`config.mk`:
```
export PLATFORM = sky130hd
export DESIGN_NAME = acq_timing
export DESIGN_NICKNAME = d
export VERILOG_FILES = /design/src/acq_timing_pkg.sv /design/src/line_edge_detect.sv /design/src/acq_timing.sv
export SDC_FILE = /design/constraint.sdc
export NUM_CORES = 1
export LEC_CHECK = 0
export BUFFER_PORTS_ARGS = -buffer_cell sky130_fd_sc_hd__buf_2
export CORE_MARGIN = 4
export CORE_UTILIZATION = 55
export CTS_CLUSTER_SIZE = 16
export DETAILED_ROUTE_END_ITERATION = 10
export PLACE_DENSITY = 0.74
export SLEW_MARGIN = 30
export SYNTH_ARGS = -nofsm -noshare
export SYNTH_HDL_FRONTEND = slang
export SYNTH_SLANG_ARGS = --single-unit
```
`constraint.sdc`:
```
create_clock -name clk_sys -period 6.3 [get_ports clk_sys]
set_input_delay 0.315 -clock clk_sys [delete_from_list [all_inputs] [get_ports clk_sys]]
set_output_delay 0.315 -clock clk_sys [all_outputs]
set_load 0.01 [all_outputs]
```
`src/acq_timing_pkg.sv`:
```
// Purpose: Shared constants for the acquisition sample timing engine
// Assumes: Register port with word indices, 32-bit data
// Notes:   Widths of counters are set by the engine's CNT_W parameter
package acq_timing_pkg;

    // ------------------------------------------------------------------
    // Register port
    // ------------------------------------------------------------------
    localparam int DATA_W = 32;
    localparam int ADDR_W = 4;
    localparam logic [3:0] REG_CTRL = 4'h0;
    localparam logic [3:0] REG_CMD = 4'h1;
    localparam logic [3:0] REG_POST = 4'h2;
    localparam logic [3:0] REG_PRE = 4'h3;
    localparam logic [3:0] REG_DIV = 4'h4;
    localparam logic [3:0] REG_DELAY = 4'h5;
    localparam logic [3:0] REG_SRC = 4'h6;
    localparam logic [3:0] REG_STATUS = 4'h7;
    localparam logic [3:0] REG_IRQ_STAT = 4'h8;
    localparam logic [3:0] REG_IRQ_MASK = 4'h9;
    localparam logic [3:0] REG_COUNT = 4'ha;

    // ------------------------------------------------------------------
    // Control register fields
    // ------------------------------------------------------------------
    localparam int CTRL_W = 13;
    localparam int C_PRETRIG = 0;
    localparam int C_CONT = 1;
    localparam int C_BEGIN_SW = 2;
    localparam int C_STROBE_FALL = 3;
    localparam int C_TB_FALL = 4;
    localparam int C_STRB_SRC_LSB = 5;
    localparam int C_PIN_OUT = 7;
    localparam int C_TB_EXT = 8;
    localparam int C_BEGIN_FALL = 9;
    localparam int C_REF_FALL = 10;
    localparam int C_REF_EN = 11;
    localparam int C_BEGIN_OUT = 12;
    localparam logic [12:0] CTRL_RST = 13'h0004;

    // Strobe source codes
    localparam logic [1:0] STRB_DIV = 2'h0;
    localparam logic [1:0] STRB_LINE = 2'h1;
    localparam logic [1:0] STRB_TB = 2'h2;

    // Command bits
    localparam int CMD_START = 0;
    localparam int CMD_STOP = 1;

    // ------------------------------------------------------------------
    // Line select fields
    // ------------------------------------------------------------------
    localparam int SRC_FLD_W = 5;
    localparam int SRC_W = 20;
    localparam int SRC_STROBE_LSB = 0;
    localparam int SRC_BEGIN_LSB = 5;
    localparam int SRC_REF_LSB = 10;
    localparam int SRC_TB_LSB = 15;
    localparam logic [19:0] SRC_RST = 20'h00000;
    localparam int MAX_LINES = 32;

    // ------------------------------------------------------------------
    // Interrupt bits and reset values
    // ------------------------------------------------------------------
    localparam int IRQ_W = 3;
    localparam int IRQ_DONE = 0;
    localparam int IRQ_REF_OK = 1;
    localparam int IRQ_REF_IGN = 2;
    localparam logic [31:0] DIV_RST = 32'h00000002;
    localparam logic [31:0] DELAY_RST = 32'h00000002;
    localparam logic [31:0] COUNT_RST = 32'h00000000;

endpackage

```
`src/line_edge_detect.sv`:
```
// Purpose: Edge pulse per line with selectable active edge
// Assumes: Inputs synchronous to clk_sys
// Notes:   Pulse is combinational from the stored previous level
`timescale 1ns/10ps
module line_edge_detect #(
    parameter int W = 4
) (
    // Clock and reset
    input wire logic clk_sys,
    input wire logic nrst,
    // Lines
    input wire logic [W-1:0] sig,
    input wire logic [W-1:0] fall,
    output logic [W-1:0] pulse
);
    typedef struct packed {
        logic [W-1:0] prev;
    } edge_state_t;

    edge_state_t s;
    edge_state_t n;

    always_comb begin
        n = s;
        n.prev = sig;
    end

    // ------------------------------------------------------------------
    // Edge per line
    // ------------------------------------------------------------------
    for (genvar i = 0; i < W; i++) begin : g_edge
        assign pulse[i] = fall[i] ? (s.prev[i] & ~sig[i])
                                  : (~s.prev[i] & sig[i]);
    end

    always_ff @(posedge clk_sys or negedge nrst) begin
        if (!nrst) begin
            s <= '0;
        end else begin
            s <= n;
        end
    end
endmodule // line_edge_detect

```
`src/acq_timing.sv`:
```
// Purpose: Sample strobe and trigger timing engine for acquisition
// Assumes: All line inputs synchronous to clk_sys (25 MHz)
// Notes:   Registers reached by word index on a plain port
`timescale 1ns/10ps
module acq_timing #(
    parameter int N_PFI = 10,
    parameter int CNT_W = 24
) (
    // Clock and reset
    input wire logic clk_sys,
    input wire logic nrst,
    // Register port
    input wire logic [acq_timing_pkg::ADDR_W-1:0] reg_addr,
    input wire logic [acq_timing_pkg::DATA_W-1:0] reg_wdata,
    input wire logic reg_wr,
    input wire logic reg_rd,
    output logic [acq_timing_pkg::DATA_W-1:0] reg_rdata,
    // Trigger and clock lines
    input wire logic [N_PFI-1:0] programmable_function_line,
    input wire logic [6:0] bus_trigger_line,
    // Sample strobe pin
    input wire logic strobe_out_pin_i,
    output logic strobe_out_pin_o,
    output logic strobe_out_pin_oe,
    // Start trigger output line
    output logic begin_trigger_out_line,
    output logic begin_trigger_out_oe,
    // Front end and buffer
    output logic acq_capture,
    output logic [CNT_W-1:0] buf_wr_addr,
    output logic buf_overwrite,
    // Interrupt
    output logic irq
);
    localparam int NL = N_PFI + 8;

    if (N_PFI < 1 || NL > acq_timing_pkg::MAX_LINES || CNT_W < 2 ||
        CNT_W > acq_timing_pkg::DATA_W) begin : g_bad_param
        $error("acq_timing: N_PFI or CNT_W out of range");
    end

    typedef enum logic [2:0] {
        ST_IDLE,
        ST_PRE,
        ST_WAIT_REF,
        ST_POST,
        ST_CONT
    } phase_t;

    typedef struct packed {
        phase_t state;
        logic [CNT_W-1:0] cnt;
        logic [CNT_W-1:0] div_cnt;
        logic [acq_timing_pkg::CTRL_W-1:0] ctrl;
        logic [CNT_W-1:0] post;
        logic [CNT_W-1:0] pre;
        logic [CNT_W-1:0] div;
        logic [CNT_W-1:0] dly;
        logic [acq_timing_pkg::SRC_W-1:0] src;
        logic [acq_timing_pkg::IRQ_W-1:0] stat;
        logic [acq_timing_pkg::IRQ_W-1:0] mask;
        logic [CNT_W-1:0] wr_ptr;
        logic buf_full;
        logic overwrite;
        logic capture;
        logic pin_o;
        logic begin_out;
        logic irq;
        logic [acq_timing_pkg::DATA_W-1:0] rd_data;
    } eng_state_t;

    eng_state_t s;
    eng_state_t n;

    // ------------------------------------------------------------------
    // Line selection and edge detection
    // ------------------------------------------------------------------
    logic [NL-1:0] lines;
    logic [acq_timing_pkg::MAX_LINES-1:0] lines_ext;
    logic [3:0] sel_sig;
    logic [3:0] sel_fall;
    logic [3:0] edg;

    assign lines = {strobe_out_pin_i, bus_trigger_line,
                    programmable_function_line};
    assign lines_ext = acq_timing_pkg::MAX_LINES'(lines);

    // Any function line or bus trigger line may feed each input
    assign sel_sig[0] = lines_ext[s.src[acq_timing_pkg::SRC_TB_LSB +:
                                        acq_timing_pkg::SRC_FLD_W]];
    assign sel_sig[1] = lines_ext[s.src[acq_timing_pkg::SRC_BEGIN_LSB +:
                                        acq_timing_pkg::SRC_FLD_W]];
    assign sel_sig[2] = lines_ext[s.src[acq_timing_pkg::SRC_REF_LSB +:
                                        acq_timing_pkg::SRC_FLD_W]];
    assign sel_sig[3] = lines_ext[s.src[acq_timing_pkg::SRC_STROBE_LSB +:
                                        acq_timing_pkg::SRC_FLD_W]];
    assign sel_fall[0] = s.ctrl[acq_timing_pkg::C_TB_FALL];
    assign sel_fall[1] = s.ctrl[acq_timing_pkg::C_BEGIN_FALL];
    assign sel_fall[2] = s.ctrl[acq_timing_pkg::C_REF_FALL];
    assign sel_fall[3] = s.ctrl[acq_timing_pkg::C_STROBE_FALL];

    line_edge_detect #(
        .W(4)
    ) u_edge (
        .clk_sys(clk_sys),
        .nrst(nrst),
        .sig(sel_sig),
        .fall(sel_fall),
        .pulse(edg)
    );

    // ------------------------------------------------------------------
    // Next state
    // ------------------------------------------------------------------
    logic tb_tick;
    logic sw_start;
    logic sw_stop;
    logic start;
    logic ref_evt;
    logic active;
    logic div_strobe;
    logic strobe;
    logic [CNT_W-1:0] buf_size;
    logic [acq_timing_pkg::IRQ_W-1:0] ev;

    always_comb begin
        n = s;
        n.capture = 1'b0;
        n.pin_o = 1'b0;
        n.begin_out = 1'b0;
        n.overwrite = 1'b0;
        n.rd_data = '0;
        ev = '0;
        div_strobe = 1'b0;
        tb_tick = s.ctrl[acq_timing_pkg::C_TB_EXT] ? edg[0] : 1'b1;
        sw_start = reg_wr && reg_addr == acq_timing_pkg::REG_CMD &&
                   reg_wdata[acq_timing_pkg::CMD_START];
        sw_stop = reg_wr && reg_addr == acq_timing_pkg::REG_CMD &&
                  reg_wdata[acq_timing_pkg::CMD_STOP];
        start = (s.state == ST_IDLE) &&
                (s.ctrl[acq_timing_pkg::C_BEGIN_SW] ? sw_start
                                                     : edg[1]);
        ref_evt = edg[2] && s.ctrl[acq_timing_pkg::C_REF_EN];
        active = (s.state != ST_IDLE);
        buf_size = s.ctrl[acq_timing_pkg::C_PRETRIG] ? s.pre + s.post
                                                       : s.post;

        // Divider runs only while acquiring
        if (active && tb_tick) begin
            if (s.div_cnt <= CNT_W'(1)) begin
                div_strobe = 1'b1;
                n.div_cnt = s.div;
            end else begin
                n.div_cnt = s.div_cnt - CNT_W'(1);
            end
        end

        case (s.ctrl[acq_timing_pkg::C_STRB_SRC_LSB +: 2])
            acq_timing_pkg::STRB_DIV: strobe = active && div_strobe;
            acq_timing_pkg::STRB_LINE: strobe = active && edg[3];
            acq_timing_pkg::STRB_TB: strobe = active && tb_tick;
            default: strobe = 1'b0;
        endcase

        // One capture and one pin pulse per strobe
        if (strobe) begin
            n.capture = 1'b1;
            n.pin_o = 1'b1;
            if (s.wr_ptr >= buf_size - CNT_W'(1)) begin
                n.wr_ptr = '0;
                n.buf_full = 1'b1;
            end else begin
                n.wr_ptr = s.wr_ptr + CNT_W'(1);
            end
            n.overwrite = s.buf_full && (s.state == ST_PRE ||
                                         s.state == ST_WAIT_REF);
        end

        case (s.state)
            ST_IDLE: begin
                if (start) begin
                    n.begin_out = s.ctrl[acq_timing_pkg::C_BEGIN_SW];
                    n.wr_ptr = '0;
                    n.buf_full = 1'b0;
                    n.div_cnt = (s.dly == '0) ? CNT_W'(1) : s.dly;
                    if (s.ctrl[acq_timing_pkg::C_CONT]) begin
                        n.state = ST_CONT;
                        n.cnt = '0;
                    end else if (s.ctrl[acq_timing_pkg::C_PRETRIG]) begin
                        n.state = ST_PRE;
                        n.cnt = s.pre;
                    end else begin
                        n.state = ST_POST;
                        n.cnt = s.post;
                    end
                end
            end
            ST_PRE: begin
                if (ref_evt) begin
                    ev[acq_timing_pkg::IRQ_REF_IGN] = 1'b1;
                end
                if (strobe) begin
                    if (s.cnt <= CNT_W'(1)) begin
                        n.state = ST_WAIT_REF;
                        n.cnt = s.post;
                    end else begin
                        n.cnt = s.cnt - CNT_W'(1);
                    end
                end
            end
            ST_WAIT_REF: begin
                if (ref_evt) begin
                    n.state = ST_POST;
                    ev[acq_timing_pkg::IRQ_REF_OK] = 1'b1;
                end
            end
            ST_POST: begin
                if (strobe) begin
                    if (s.cnt <= CNT_W'(1)) begin
                        n.state = ST_IDLE;
                        n.cnt = '0;
                        ev[acq_timing_pkg::IRQ_DONE] = 1'b1;
                    end else begin
                        n.cnt = s.cnt - CNT_W'(1);
                    end
                end
            end
            ST_CONT: begin
                n.cnt = s.cnt;
            end
            default: begin
                n.state = ST_IDLE;
            end
        endcase

        if (sw_stop && active) begin
            n.state = ST_IDLE;
            n.cnt = '0;
        end

        // ------------------------------------------------------------------
        // Register writes
        // ------------------------------------------------------------------
        if (reg_wr) begin
            case (reg_addr)
                acq_timing_pkg::REG_CTRL:
                    n.ctrl = reg_wdata[acq_timing_pkg::CTRL_W-1:0];
                acq_timing_pkg::REG_POST: n.post = reg_wdata[CNT_W-1:0];
                acq_timing_pkg::REG_PRE: n.pre = reg_wdata[CNT_W-1:0];
                acq_timing_pkg::REG_DIV: n.div = reg_wdata[CNT_W-1:0];
                acq_timing_pkg::REG_DELAY: n.dly = reg_wdata[CNT_W-1:0];
                acq_timing_pkg::REG_SRC:
                    n.src = reg_wdata[acq_timing_pkg::SRC_W-1:0];
                acq_timing_pkg::REG_IRQ_STAT:
                    n.stat = s.stat & ~reg_wdata[acq_timing_pkg::IRQ_W-1:0];
                acq_timing_pkg::REG_IRQ_MASK:
                    n.mask = reg_wdata[acq_timing_pkg::IRQ_W-1:0];
                default: n.mask = s.mask;
            endcase
        end
        // Set wins over a clear in the same cycle
        n.stat = n.stat | ev;
        n.irq = |(n.stat & n.mask);

        // ------------------------------------------------------------------
        // Register reads
        // ------------------------------------------------------------------
        if (reg_rd) begin
            case (reg_addr)
                acq_timing_pkg::REG_CTRL:
                    n.rd_data = acq_timing_pkg::DATA_W'(s.ctrl);
                acq_timing_pkg::REG_POST:
                    n.rd_data = acq_timing_pkg::DATA_W'(s.post);
                acq_timing_pkg::REG_PRE:
                    n.rd_data = acq_timing_pkg::DATA_W'(s.pre);
                acq_timing_pkg::REG_DIV:
                    n.rd_data = acq_timing_pkg::DATA_W'(s.div);
                acq_timing_pkg::REG_DELAY:
                    n.rd_data = acq_timing_pkg::DATA_W'(s.dly);
                acq_timing_pkg::REG_SRC:
                    n.rd_data = acq_timing_pkg::DATA_W'(s.src);
                acq_timing_pkg::REG_STATUS:
                    n.rd_data = acq_timing_pkg::DATA_W'({s.buf_full,
                                                         s.state});
                acq_timing_pkg::REG_IRQ_STAT:
                    n.rd_data = acq_timing_pkg::DATA_W'(s.stat);
                acq_timing_pkg::REG_IRQ_MASK:
                    n.rd_data = acq_timing_pkg::DATA_W'(s.mask);
                acq_timing_pkg::REG_COUNT:
                    n.rd_data = acq_timing_pkg::DATA_W'(s.cnt);
                default: n.rd_data = '0;
            endcase
        end
    end

    // ------------------------------------------------------------------
    // State register
    // ------------------------------------------------------------------
    always_ff @(posedge clk_sys or negedge nrst) begin
        if (!nrst) begin
            s <= '0;
            s.ctrl <= acq_timing_pkg::CTRL_RST;
            s.src <= acq_timing_pkg::SRC_RST;
            s.div <= acq_timing_pkg::DIV_RST[CNT_W-1:0];
            s.dly <= acq_timing_pkg::DELAY_RST[CNT_W-1:0];
            s.post <= acq_timing_pkg::COUNT_RST[CNT_W-1:0];
            s.pre <= acq_timing_pkg::COUNT_RST[CNT_W-1:0];
        end else begin
            s <= n;
        end
    end

    assign reg_rdata = s.rd_data;
    assign strobe_out_pin_o = s.pin_o;
    assign strobe_out_pin_oe = s.ctrl[acq_timing_pkg::C_PIN_OUT];
    assign begin_trigger_out_line = s.begin_out;
    assign begin_trigger_out_oe = s.ctrl[acq_timing_pkg::C_BEGIN_OUT];
    assign acq_capture = s.capture;
    assign buf_wr_addr = s.wr_ptr;
    assign buf_overwrite = s.overwrite;
    assign irq = s.irq;
endmodule // acq_timing

```
==> run metrics <==
largest net degree at the start of global routing 164; worst rel slew slack 41.1%; Post-synth ARST share 100%; first-pass GRT wire length 74.0 mm; post-layout min period 5.58 ns; Hold Path End s[132]; antenna-violating nets left 0; Cells after Synth 1632; number of max-cap violations 0; max-slew violation count 0; largest area contributor in the netlist dfrtp_1; Worst setup SP type flip-flop; Worst-Skew Late Latency 0.57 ns; H-Tree Depth 1; antenna violations before repair 1; worst r2r src s[164]; DRT iter0 DRCs 1696; outcome finished, final reports clean; most common cell in the netlist dfrtp_1; core area 28100 um2; die width 178 um; DRC Markers 0; Synth Area in Compound Gates 18.5%; ys flop type dfrtp_1; Post-Synth Simple-Gate Area 14.6%; Post-Route Setup TNS 0 ns; Initial Utilization 56.5%; grt total ovfl 0; Netlist cell types 85; synthesized area 15900 um2; Crit path arrival time 6.06 ns; DRT Pass-1 Iters 6; number of global-route vias before repair 13.1k; flops & latches, synth 243; Ys Warns 0; Adder-Cell Fraction of Synth Area 4.31%; clock skew 0.0238 ns; setup slack, reg-to-reg 0.72 ns; Core Rows 61; Post-synth EDFFs 0; required time of the critical path 6.78 ns; CTS Buf Count 28; I/O Pins 121; Synth top area share 37.9%; final net count 1761; Crit. End Element flip-flop; Root Buffer clkbuf_16; clk sinks 243; main area contributors after synthesis dfrtp_1, mux2_2, ha_1; clk slew on worst S/H paths 0.07 ns; vias 13.8k; CP max FO 19; hold path start reg_wdata[20]; fmax 179 MHz; hold path cells 2; type of the worst min-delay path primary input to flip-flop; CTS max path bufs 3; Final Hold Viols 0; wire length per cell 23.2 um; Antenna diodes 0; layout cell share with drive strength beyond 1 22.4%; CTS resizes 0; P&R area growth vs syn 9.67%; mean post-synth cell area 9.72 um2; final WL 47.6 mm; GPL Wtd Cong 0.964; final setup fails 0; Via density 6.73; die footprint 31600 um2; LEAKAGE 7.51 nW; Worst-Margin Slew 0.883 ns; top cells by count, synth dfrtp_1, mux2_2, nor2_1, a21oi_1, nand2_1; R2R depth 20; CTS tree built; Synth Area in XOR/XNOR 4.42%; dpl hpwl 34.6 mm; register area share after synthesis 38.4%; Max VDD drop 0.000214 V; mux share of post-synthesis cell area 13.8%; Buffers on Ports 104; chip height 178 um; crit path kind flip-flop to flip-flop; GRT Total Usage 29.6%; PD cells 412 nW/um2; Reg2Reg Capture Point buf_wr_addr[15]; total power 7.17 mW; RSZ-0062 raised after global routing no; largest family of logic cells by synthesized area compound AO/OA/AOI/OAI gates; period utilization 88.6%
## worst max path at each step
stage          startpoint               to  slack (ns)  cells past startpoint
2_1_floorplan      s[163]   buf_wr_addr[6]        1.47                     21
3_3_place_gp       s[164]  buf_wr_addr[21]        0.90                     18
3_5_place_dp       s[164]  buf_wr_addr[16]        0.75                     18
4_1_cts            s[164]  buf_wr_addr[16]        0.74                     18
5_1_grt            s[160]  buf_wr_addr[21]        0.48                     20
6_report           s[164]  buf_wr_addr[15]        0.72                     20
## kinds of logic (layout without fill, tap and decap cells)
group | after synthesis | count (layout)
other | 1 | 8
buffers and inverters | 185 | 217
multiplexers | 178 | 178
XOR/XNOR | 80 | 80
adder cells (fa/ha/maj) | 54 | 54
AND/OR/NAND/NOR | 458 | 458
AO/OA/AOI/OAI | 433 | 433
flip-flops | 243 | 243
## sequential cells by signal, summed over array words and instances, names as in the netlist
name	flops
acq_capture	1
begin_trigger_out_line	1
begin_trigger_out_oe	1
buf_overwrite	1
buf_wr_addr	24
irq	1
reg_rdata	24
s	185
strobe_out_pin_oe	1
u_edge.s	4
## critical path, stage by stage (launching register included)
cell and delay, ns:
dfrtp_1 0.48, ha_1 0.41, and2_4 0.19, a221o_1 0.32, or3_1 0.34, a31o_2 0.28
nor4_1 0.62, nand4b_1 0.31, nor2_1 0.30, xor2_1 0.18, ha_1 0.26, a21oi_1 0.13
nor2b_1 0.05, o21ai_0 0.16, nand2b_1 0.07, a2111oi_0 0.47, o211ai_1 0.16, a21oi_1 0.28
o31ai_4 0.14, buf_6 0.22, nor2_1 0.11
## layer usage
metal  vias up  wire [um]  part of all wire (%)  global-route usage (%)
met5         -          0                     0                       0
met3       138       4070                   8.5                    4.69
met1      6825      19500                    41                    40.6
li1       6111          -                     -                       -
met4         0       1830                   3.8                    10.8
met2       720      22200                    47                    47.9
## timing repair
item,4_1_cts,5_1_grt
hold endpoints to repair,77,0
buffers inserted,0,0
endpoints found under the setup margin,0,0
hold buffers,1,0
## layout by cell type (no fill, tap or decap), types with 35 or more instances in the layout
cell type / Yosys / final
nor3_1: 46 / 43
nand2_1: 85 / 84
ha_1: 53 / 53
mux2_2: 142 / 142
inv_1: 35 / 35
a22oi_1: 47 / 47
xnor2_1: 57 / 57
nand3_1: 38 / 38
nor2_1: 127 / 126
a31oi_1: 38 / 38
dfrtp_1: 240 / 239
buf_2: 9 / 103
a21oi_1: 95 / 95
o21ai_0: 69 / 69
## metrics by stage
step	hold WS [ns]	std cells	utilization, %	setup slack, ns	instance area [um2]
floorplan	0.0194	1639	-	1.47	15900
global placement	0.330	1994	58.0	0.902	16300
detailed placement	0.330	1994	58.0	0.752	16300
CTS	0.0408	2047	61.8	0.737	17300
global route	0.0478	2049	61.9	0.476	17400
finish	0.0430	2049	61.9	0.718	17400
## where the power goes
group | switching [mW] | internal (mW) | total, mW
Clock | 0.713 | 1.12 | 1.83
Combinational | 1.58 | 1.24 | 2.82
Sequential | 0.585 | 1.94 | 2.53
## final cells by class
class	instances	area, um2
clock inverter	22	339
fill	2405	10700
multi-input combinational	1211	8890
tap	378	473
clock buffer	30	708
timing repair buffer	128	749
inverter	37	139
sequential	243	6090
(Power assumes the default switching activity.)
